## src/common/scsc_params.svh

```systemverilog
`ifndef SCSC_PARAMS_SVH
`define SCSC_PARAMS_SVH

// Divider chain shape
`define SCSC_DIV_STAGES 21
`define SCSC_LOW_STAGES 6
`define SCSC_PRESC_WIDTH 2
// Stage whose carry marks 2^19 high periods, and 2^13 low periods
`define SCSC_WARM_HIGH_STAGE 17
`define SCSC_WARM_LOW_STAGE 19
// Warm-up select field codes and carry counts
`define SCSC_WUT_LONG 2'h0
`define SCSC_WUT_SHORT 2'h1
`define SCSC_WARM_LONG_COUNT 2'h3
`define SCSC_WARM_SHORT_COUNT 2'h1
// Machine cycle
`define SCSC_STATES 4
`define SCSC_STATE_S0 4'h1
`define SCSC_MAX_CYCLES 4'ha

`endif

```

## src/common/scsc_pkg.sv

```systemverilog
package scsc_pkg;

    typedef enum {
        MODE_FULL,
        MODE_HALT,
        MODE_SLOW,
        MODE_SLEEP,
        MODE_STOP,
        MODE_WARM
    } scsc_mode_t;

endpackage

```

## src/rtl/scsc_standby_ctrl.sv

```systemverilog
// Functional notes
// - 21-stage divider behind divide-by-4 prescaler
// - Reset, stop entry, stop release and warm-up end clear divider
// - Single clock: fc/256 feeds stage 7
// - Dual high: stage 7 source select bit
// - Low main clock: fs to stage 7
// - Machine cycle is four states S0-S3
// - Instructions take one to ten cycles
// - Reset option picks single or dual
// - Single clock: high oscillator only, pins free
// - Idle bit enters single CPU halt
// - Any interrupt ends single CPU halt
// - Wake: service interrupt if master flag set
// - Deep stop halts all, ports hold/float
// - Stop bit enters stop, pin releases
// - Dual: main clock from fc or fs
// - Slow stops fc; switched by main select
// - Dual halt returns to dual full speed
// - Divider supplies warm-up and peripheral clocks
// - Warm-up select: triple or single length
// - Both oscillator enables clear gives reset
// - Sleep runs fs only, returns to slow
`include "scsc_params.svh"

module scsc_standby_ctrl (
    // Clock and reset
    input wire logic clock,
    input wire logic rst_b,
    // Pins
    input wire logic dualClockOption,
    input wire logic highOscIn,
    input wire logic lowOscIn,
    input wire logic stopPin,
    // System control one
    input wire logic stopStart,
    input wire logic releaseLevel,
    input wire logic returnSlow,
    input wire logic outputHoldSel,
    input wire logic [1:0] warmupTimeSelect,
    // System control two and time base
    input wire logic highOscEnable,
    input wire logic lowOscEnable,
    input wire logic mainClockSelect,
    input wire logic idleStart,
    input wire logic stage7SourceSelect,
    // CPU side
    input wire logic interruptRequest,
    input wire logic interruptMasterFlag,
    input wire logic instrStart,
    input wire logic [3:0] instrCycles,
    // Mode and clock status
    output logic dualMode,
    output logic mainClockMonitor,
    output logic mainClockTick,
    output logic [`SCSC_STATES-1:0] stateEnable,
    output logic instrDone,
    output logic cpuRun,
    output logic watchdogRun,
    output logic peripheralRun,
    output logic highOscRun,
    output logic lowOscRun,
    output logic lowPinsAsPort,
    output logic portHighZ,
    output logic serviceInterrupt,
    output logic resetRequest,
    output logic [`SCSC_DIV_STAGES-1:0] dividerOut
);

    scsc_pkg::scsc_mode_t mode;
    scsc_pkg::scsc_mode_t next_mode;
    logic [1:0] optSync;
    logic [1:0] highSync;
    logic [1:0] lowSync;
    logic [1:0] stopSync;
    logic highLast;
    logic lowLast;
    logic stopLast;
    logic highEdge;
    logic lowEdge;
    logic stopRise;
    logic highTick;
    logic lowTick;
    logic lowMain;
    logic levelArmed;
    logic releaseNow;
    logic warmLow;
    logic warmLong;
    logic [1:0] warmCount;
    logic warmDone;
    logic dividerClear;
    logic carryHigh;
    logic carryLow;
    logic [`SCSC_DIV_STAGES-1:0] divider;
    logic [3:0] cycleCount;
    logic instrBusy;
    logic cpuClockTick;

    function automatic logic warmTarget(input logic [1:0] sel, input logic [1:0] count);
        warmTarget = (sel == `SCSC_WUT_LONG) ? (count == `SCSC_WARM_LONG_COUNT)
            : (count == `SCSC_WARM_SHORT_COUNT);
    endfunction

    // Pin synchronisers; edges are taken from the second stage only
    always_ff @(posedge clock)
    begin
        optSync <= {optSync[0], dualClockOption};
        highSync <= {highSync[0], highOscIn};
        lowSync <= {lowSync[0], lowOscIn};
        stopSync <= {stopSync[0], stopPin};
        highLast <= highSync[1];
        lowLast <= lowSync[1];
        stopLast <= stopSync[1];
    end

    assign highEdge = highSync[1] && !highLast;
    assign lowEdge = lowSync[1] && !lowLast;
    assign stopRise = stopSync[1] && !stopLast;

    // A stopped oscillator gives no ticks
    assign highTick = highEdge && highOscRun;
    assign lowTick = lowEdge && lowOscRun;
    assign lowMain = dualMode && (mode == scsc_pkg::MODE_SLOW || mode == scsc_pkg::MODE_SLEEP
        || (mode == scsc_pkg::MODE_WARM && warmLow));

    // Option strap held through reset, caught on clocked edges
    always_ff @(posedge clock)
    begin
        if (!rst_b)
            dualMode <= optSync[1];
    end

    // Switching to level release waits for a rising edge on the pin
    always_ff @(posedge clock)
    begin
        if (!rst_b || !releaseLevel)
            levelArmed <= 1'b0;
        else if (stopRise)
            levelArmed <= 1'b1;
    end

    assign releaseNow = (levelArmed && stopSync[1]) || (!levelArmed && stopRise);

    always_comb
    begin
        next_mode = mode;
        case (mode)
            scsc_pkg::MODE_FULL:
            begin
                if (stopStart)
                    next_mode = (levelArmed && stopSync[1]) ? scsc_pkg::MODE_WARM
                        : scsc_pkg::MODE_STOP;
                else if (idleStart)
                    next_mode = scsc_pkg::MODE_HALT;
                else if (dualMode && mainClockSelect)
                    next_mode = scsc_pkg::MODE_SLOW;
            end
            scsc_pkg::MODE_SLOW:
            begin
                if (stopStart)
                    next_mode = (levelArmed && stopSync[1]) ? scsc_pkg::MODE_WARM
                        : scsc_pkg::MODE_STOP;
                else if (idleStart)
                    next_mode = scsc_pkg::MODE_SLEEP;
                else if (!mainClockSelect)
                    next_mode = scsc_pkg::MODE_FULL;
            end
            scsc_pkg::MODE_HALT:
            begin
                if (interruptRequest)
                    next_mode = scsc_pkg::MODE_FULL;
            end
            scsc_pkg::MODE_SLEEP:
            begin
                if (interruptRequest)
                    next_mode = scsc_pkg::MODE_SLOW;
            end
            scsc_pkg::MODE_STOP:
            begin
                if (releaseNow)
                    next_mode = scsc_pkg::MODE_WARM;
            end
            scsc_pkg::MODE_WARM:
            begin
                if (warmDone)
                    next_mode = warmLow ? scsc_pkg::MODE_SLOW : scsc_pkg::MODE_FULL;
            end
            default:
                next_mode = scsc_pkg::MODE_FULL;
        endcase
    end

    always_ff @(posedge clock)
    begin
        if (!rst_b)
            mode <= scsc_pkg::MODE_FULL;
        else
            mode <= next_mode;
    end

    // Return target is latched as stop is entered
    always_ff @(posedge clock)
    begin
        if (!rst_b)
        begin
            warmLow <= 1'b0;
            warmLong <= 1'b0;
        end
        else if (stopStart && (mode == scsc_pkg::MODE_FULL || mode == scsc_pkg::MODE_SLOW))
        begin
            warmLow <= dualMode && returnSlow;
            warmLong <= (warmupTimeSelect == `SCSC_WUT_LONG);
        end
    end

    // Warm-up counts divider carries: 2^19/fc or 2^13/fs each
    always_ff @(posedge clock)
    begin
        if (!rst_b || mode != scsc_pkg::MODE_WARM)
            warmCount <= 2'h0;
        else if (warmLow ? carryLow : carryHigh)
            warmCount <= warmCount + 2'h1;
    end

    assign warmDone = warmTarget(warmLong ? `SCSC_WUT_LONG : `SCSC_WUT_SHORT, warmCount);

    // Divider cleared entering warm-up and again when it ends
    assign dividerClear = (mode == scsc_pkg::MODE_STOP && releaseNow)
        || (mode == scsc_pkg::MODE_FULL && stopStart)
        || (mode == scsc_pkg::MODE_SLOW && stopStart)
        || (mode == scsc_pkg::MODE_WARM && warmDone);

    scsc_divider u_divider (
        .clock(clock),
        .rst_b(rst_b),
        .clear(dividerClear),
        .lowStagesRun(!lowMain),
        .stage7FromLow(lowMain || (dualMode && stage7SourceSelect && mode != scsc_pkg::MODE_WARM)),
        .highTick(highTick),
        .lowTick(lowTick),
        .divider(divider),
        .carryHigh(carryHigh),
        .carryLow(carryLow)
    );

    // Oscillator and domain run flags
    always_ff @(posedge clock)
    begin
        if (!rst_b)
        begin
            highOscRun <= 1'b1;
            lowOscRun <= 1'b0;
            lowPinsAsPort <= 1'b1;
        end
        else
        begin
            highOscRun <= highOscEnable && !(next_mode == scsc_pkg::MODE_STOP)
                && !(dualMode && (next_mode == scsc_pkg::MODE_SLOW || next_mode == scsc_pkg::MODE_SLEEP
                || (next_mode == scsc_pkg::MODE_WARM && warmLow)));
            lowOscRun <= dualMode && lowOscEnable && next_mode != scsc_pkg::MODE_STOP;
            lowPinsAsPort <= !dualMode;
        end
    end

    always_ff @(posedge clock)
    begin
        if (!rst_b)
        begin
            cpuRun <= 1'b1;
            watchdogRun <= 1'b1;
            peripheralRun <= 1'b1;
            portHighZ <= 1'b0;
            mainClockMonitor <= 1'b0;
        end
        else
        begin
            cpuRun <= next_mode == scsc_pkg::MODE_FULL || next_mode == scsc_pkg::MODE_SLOW;
            watchdogRun <= next_mode == scsc_pkg::MODE_FULL || next_mode == scsc_pkg::MODE_SLOW;
            peripheralRun <= next_mode != scsc_pkg::MODE_STOP && next_mode != scsc_pkg::MODE_WARM;
            portHighZ <= (next_mode == scsc_pkg::MODE_STOP || next_mode == scsc_pkg::MODE_WARM)
                && !outputHoldSel;
            mainClockMonitor <= lowMain;
        end
    end

    // Wake-up service decision
    always_ff @(posedge clock)
    begin
        if (!rst_b)
            serviceInterrupt <= 1'b0;
        else
            serviceInterrupt <= interruptRequest && interruptMasterFlag
                && (mode == scsc_pkg::MODE_HALT || mode == scsc_pkg::MODE_SLEEP);
    end

    // Both oscillators off is fatal, so the device resets itself
    always_ff @(posedge clock)
    begin
        if (!rst_b)
            resetRequest <= 1'b0;
        else
            resetRequest <= !highOscEnable && !lowOscEnable;
    end

    // Main system clock: one fc or fs period per state
    assign cpuClockTick = lowMain ? lowTick : highTick;

    always_ff @(posedge clock)
    begin
        if (!rst_b)
            mainClockTick <= 1'b0;
        else
            mainClockTick <= cpuClockTick && mode != scsc_pkg::MODE_STOP
                && mode != scsc_pkg::MODE_WARM;
    end

    // State enables rotate S0..S3 and hold while the CPU is halted
    always_ff @(posedge clock)
    begin
        if (!rst_b)
            stateEnable <= `SCSC_STATE_S0;
        else if (cpuClockTick && (mode == scsc_pkg::MODE_FULL || mode == scsc_pkg::MODE_SLOW))
            stateEnable <= {stateEnable[`SCSC_STATES-2:0], stateEnable[`SCSC_STATES-1]};
    end

    // Machine cycle counter: done pulse after the requested cycle count
    always_ff @(posedge clock)
    begin
        if (!rst_b)
        begin
            cycleCount <= 4'h0;
            instrBusy <= 1'b0;
            instrDone <= 1'b0;
        end
        else
        begin
            instrDone <= 1'b0;
            if (instrStart && !instrBusy)
            begin
                cycleCount <= (instrCycles == 4'h0) ? 4'h1
                    : (instrCycles > `SCSC_MAX_CYCLES) ? `SCSC_MAX_CYCLES : instrCycles;
                instrBusy <= 1'b1;
            end
            else if (instrBusy && cpuRun && cpuClockTick && stateEnable[`SCSC_STATES-1])
            begin
                if (cycleCount == 4'h1)
                begin
                    instrBusy <= 1'b0;
                    instrDone <= 1'b1;
                end
                cycleCount <= cycleCount - 4'h1;
            end
        end
    end

    always_ff @(posedge clock)
    begin
        if (!rst_b)
            dividerOut <= '0;
        else
            dividerOut <= divider;
    end

endmodule

```

## src/rtl/scsc_divider.sv

```systemverilog
`include "scsc_params.svh"

module scsc_divider (
    // Clock and reset
    input wire logic clock,
    input wire logic rst_b,
    // Control
    input wire logic clear,
    input wire logic lowStagesRun,
    input wire logic stage7FromLow,
    // Oscillator ticks
    input wire logic highTick,
    input wire logic lowTick,
    // Outputs
    output logic [`SCSC_DIV_STAGES-1:0] divider,
    output logic carryHigh,
    output logic carryLow
);

    logic [`SCSC_PRESC_WIDTH-1:0] presc;
    logic prescTick;
    logic stage7Tick;
    // Two words so that each half of the chain has a single writer
    logic [`SCSC_LOW_STAGES-1:0] lowStages;
    logic [`SCSC_DIV_STAGES-`SCSC_LOW_STAGES-1:0] highStages;

    assign divider = {highStages, lowStages};

    assign prescTick = highTick && (presc == {`SCSC_PRESC_WIDTH{1'b1}});
    // Stage 7 takes fc/256 from stage 6, or fs directly
    assign stage7Tick = stage7FromLow ? lowTick
        : (prescTick && lowStagesRun && (lowStages == {`SCSC_LOW_STAGES{1'b1}}));

    // Prescaler is untouched by the divider clear
    always_ff @(posedge clock)
    begin
        if (!rst_b)
            presc <= '0;
        else if (highTick)
            presc <= presc + 1'b1;
    end

    always_ff @(posedge clock)
    begin
        if (!rst_b || clear)
            lowStages <= '0;
        else if (!lowStagesRun)
            lowStages <= '0;
        else if (prescTick)
            lowStages <= lowStages + 1'b1;
    end

    always_ff @(posedge clock)
    begin
        if (!rst_b || clear)
            highStages <= '0;
        else if (stage7Tick)
            highStages <= highStages + 1'b1;
    end

    // Warm-up timing carries
    always_ff @(posedge clock)
    begin
        if (!rst_b || clear)
        begin
            carryHigh <= 1'b0;
            carryLow <= 1'b0;
        end
        else
        begin
            carryHigh <= stage7Tick
                && (&highStages[`SCSC_WARM_HIGH_STAGE-`SCSC_LOW_STAGES-1:0]);
            carryLow <= stage7Tick
                && (&highStages[`SCSC_WARM_LOW_STAGE-`SCSC_LOW_STAGES-1:0]);
        end
    end

endmodule

```

## config.mk

```make
export PLATFORM = sky130hd
export DESIGN_NAME = scsc_standby_ctrl
export DESIGN_NICKNAME = d
export VERILOG_FILES = /design/src/common/scsc_pkg.sv /design/src/rtl/scsc_standby_ctrl.sv /design/src/rtl/scsc_divider.sv
export VERILOG_INCLUDE_DIRS = /design/src /design/src/common
export SDC_FILE = /design/constraint.sdc
export NUM_CORES = 1
export LEC_CHECK = 0
export ABC_AREA = 1
export ABC_CLOCK_PERIOD_IN_PS = 1920
export BUFFER_PORTS_ARGS = -buffer_cell sky130_fd_sc_hd__buf_2
export CAP_MARGIN = 20
export CORE_UTILIZATION = 25
export CTS_CLUSTER_SIZE = 16
export DETAILED_ROUTE_END_ITERATION = 7
export GPL_TIMING_DRIVEN = 0
export PLACE_DENSITY = 0.5
export SLEW_MARGIN = 5
export SYNTH_ARGS = -nofsm -noshare
export SYNTH_HDL_FRONTEND = slang
export SYNTH_SLANG_ARGS = --single-unit
```

## constraint.sdc

```tcl
create_clock -name clock -period 1.92 [get_ports clock]
set_input_delay 0.192 -clock clock [delete_from_list [all_inputs] [get_ports clock]]
set_output_delay 0.192 -clock clock [all_outputs]
set_load 0.05 [all_outputs]
```

==> impl_results.md <==
* Power consumption at about 5.9 mW
* Max Clk Rate at 506 MHz
* Most numerous cell in the Yosys netlist: dfxtp_1
* Inserted Diodes at 0
* Post-DRT Antenna Nets at 0
* Pre-CTS setup slack at -279 ps
* Post-Syn Instances at 494
* WS Path Type: reg2reg
* RSZ-0062 raised after global routing: true
* Final Worst Setup Slack at -56.8 ps
* Placer Congestion at slightly above 0.8
* 1st-pass router iterations at 4
* CTS sink cnt at 115
* Clock transition at path regs at 50 ps
* Io pins at 62
* Vias per cell at 4.02
* CP Max Fanout at 5
* DRT iter0 DRCs at 124
* Clock Latency Late Sink at 410 ps
* Die W at 131 microns
* Synth top area cells: dfxtp_1 55%, nand2_1 9.6%, inv_1 5.7%, nor2_1 4.9%, a21oi_1 4.1%
* Reg2reg start: mode[11]
* H-tree depth at 4
* Required time worst endpoint at 2260 ps
* Vias at 3430
* Worst Setup Start Kind: register
* Layout cells sized above 1 at 26.4%
* Synth warn at 0
* Asr flop ratio synth at 0%
* Worst Setup End Kind: register
* Cts bufs inserted at 17
* DRC Markers at 0
* First-pass GRT wire length at about 15000 microns
* CTS Root Cell: clkbuf_16
* Crit-path cells: nor2_1 > nand2_1 > nor2_4 > buf_6 > nand2_2 > nor2_4 > nor2_2 > nand2_4 > nand2_4 > nand3_4 > nand4_4 > nor3_4 > nand4_1 > nor2_1
* Worst Hold Path EP: resetRequest
* Seq/Total Area, Yosys at 55.4%
* Placement Cell Area at 4850 sq um
* Drt total wl at 9000 microns
* Core Area at between 15000 and 20000 sq um
* Hold Path Origin: highOscEnable
* Setup Skew at just under 7 ps
* Main flop type after synthesis: dfxtp_1
* Total congestion overflow at 0
* Worst rel slew slack at 62.4%
* Largest area contributor in the netlist: dfxtp_1
* CP peak stage delay at 290 ps
* Post-DP HPWL at 6660 microns
* Violated checks: negative setup slack
* Synth top cells by count: 114 x dfxtp_1, 107 x nand2_1, 63 x inv_1, 54 x nor2_1, 34 x a21oi_1
* I/O Buffers at 60
* Static Leak at 2.70 nW
* Synth-to-layout area growth at 38.3%
* Height of the die at between 100 and 150 microns
* Vias in the first global route at 3368
* Post-synth EDFFs at 1
* Design area at 5770 sq um
* Setup violations, final at 9
* Max Cap Viol at 0
* Maximum VDD drop at 559 uV
* Slowest-stage cell, CP: dfxtp_1
* Starting Density at 25.9%
* TritonCTS clock tree: yes
* CP arrival at 2320 ps
* FF+latch count, synth at 115
* CTS max path bufs at 2
* Final hold slack at approximately 22 ps
* Synth cell types at between 40 and 50
* Largest net degree at the start of global routing at 17
* Initial antenna violation count at 0
* Measured slew at the worst slew-check pin at 564 ps
* Fin crit period at 1980 ps
* HP Class: in2reg
* PwrDens at between 1000 and 1500 nW/um^2
* Fill count at 1687
* DR WL/cell at 10.5 microns
* Row count at 46
* Hold depth at 2
* Reg-to-reg critical path endpoint: u_divider.carryLow
* GRT Overall Usage at 11.2%
* Status: finished with violations
* Max-slew violations at 0
* Nets at 653
* Cell Area, Synth at between 4000 and 5000 sq um
* Worst reg2reg path depth at 14
* Flop2flop setup slack at -60 ps
* Top-area cell type share of the netlist area at between 50% and 60%
* Die area at 17200 sq um
* Final worst-path cycle share at 103%
* Final Hold Viols at 0
* Avg Inst Size Synth at roughly 8.4 sq um
logic make-up after synthesis:
logic type               share of synthesized area [%]
AND/OR/NAND/NOR                                   25.6
flip-flops                                        55.4
buffers and inverters                             6.90
AO/OA/AOI/OAI                                     8.13
XOR/XNOR                                          2.10
adder cells (fa/ha/maj)                           1.74
other                                           0.0899
timing repair:
action,in CTS,in global routing
buffers inserted,5,13
setup endpoints to repair,25,39
pin swaps,1,23
resized for setup,6,41
endpoints found under the hold margin,6,0
hold buffers,6,0
sequential cells by signal, summed over array words and instances, names as in the netlist, 2 cells and up:
signal                flops
optSync                   2
warmCount                 2
u_divider.highStages     15
mode                     32
stopSync                  2
dividerOut               21
highSync                  2
u_divider.presc           2
u_divider.lowStages       6
cycleCount                4
stateEnable               4
lowSync                   2
worst max-delay path by stage:
stage                     cells after the start  slack, ps                 endpoint        from
after floorplan                              11         30  u_divider.highStages[9]  highOscRun
after global placement                        5       -310   u_divider.lowStages[0]       rst_b
after detailed placement                      5       -280   u_divider.lowStages[0]       rst_b
after CTS                                    13        -30       u_divider.carryLow    mode[15]
after global routing                         14       -200       u_divider.carryLow     mode[9]
final                                        14        -60       u_divider.carryLow    mode[11]
metal layers:
layer	share of wire (%)	global-route usage, %	up-vias
met5	0	0	-
met4	1.0	5.49	0
met3	4.3	3.97	6
met2	48	18.1	52
met1	47	13.0	1571
li1	-	-	1801
placed cells by master (no fill, tap or decap), drive strengths merged, types with 2 or more instances in the layout:
master,instances
nand2,117
dfxtp,114
buf,78
inv,68
nor2,63
a21oi,35
conb,29
clkbuf,27
nand3,19
o21ai,19
nand4,10
xor2,7
clkinv,7
dlygate4sd3,6
nor3,6
ha,5
nor4,5
xnor2,3
bufinv,3
a211oi,2
nor3b,2
o211a,2
through the flow:
stage / utilization (%) / TNS (ps) / instances
floorplan: - / 0 / 522
global placement: 30.1 / -4430 / 798
detailed placement: 30.1 / -3140 / 798
CTS: 34.5 / -47.7 / 841
global route: 35.8 / -3230 / 853
finish: 35.8 / -257 / 853
critical path, delay by kind of cell, from the launching register on:
kind | cells | cell delay, ps
DFF | 1 | 290
and+or+nand+nor | 13 | 1480
buffers and inverters | 1 | 120
final cells by class:
cell class	count	area, sq um	share of cell area [%]
Clock inverter	10	131	2.28
Multi-Input combinational cell	332	1800	31.2
Timing Repair Buffer	83	495	8.59
Sequential cell	115	2320	40.2
Clock buffer	22	464	8.04
Tap cell	216	270	4.68
Buffer	6	26.3	0.455
Inverter	69	267	4.62
power breakdown:
part	total, mW	switching, mW	internal (mW)
Clock	3.13	1.03	2.10
Combinational	0.253	0.158	0.0954
Sequential	2.50	0.0340	2.46
(Power assumes the default switching activity.)
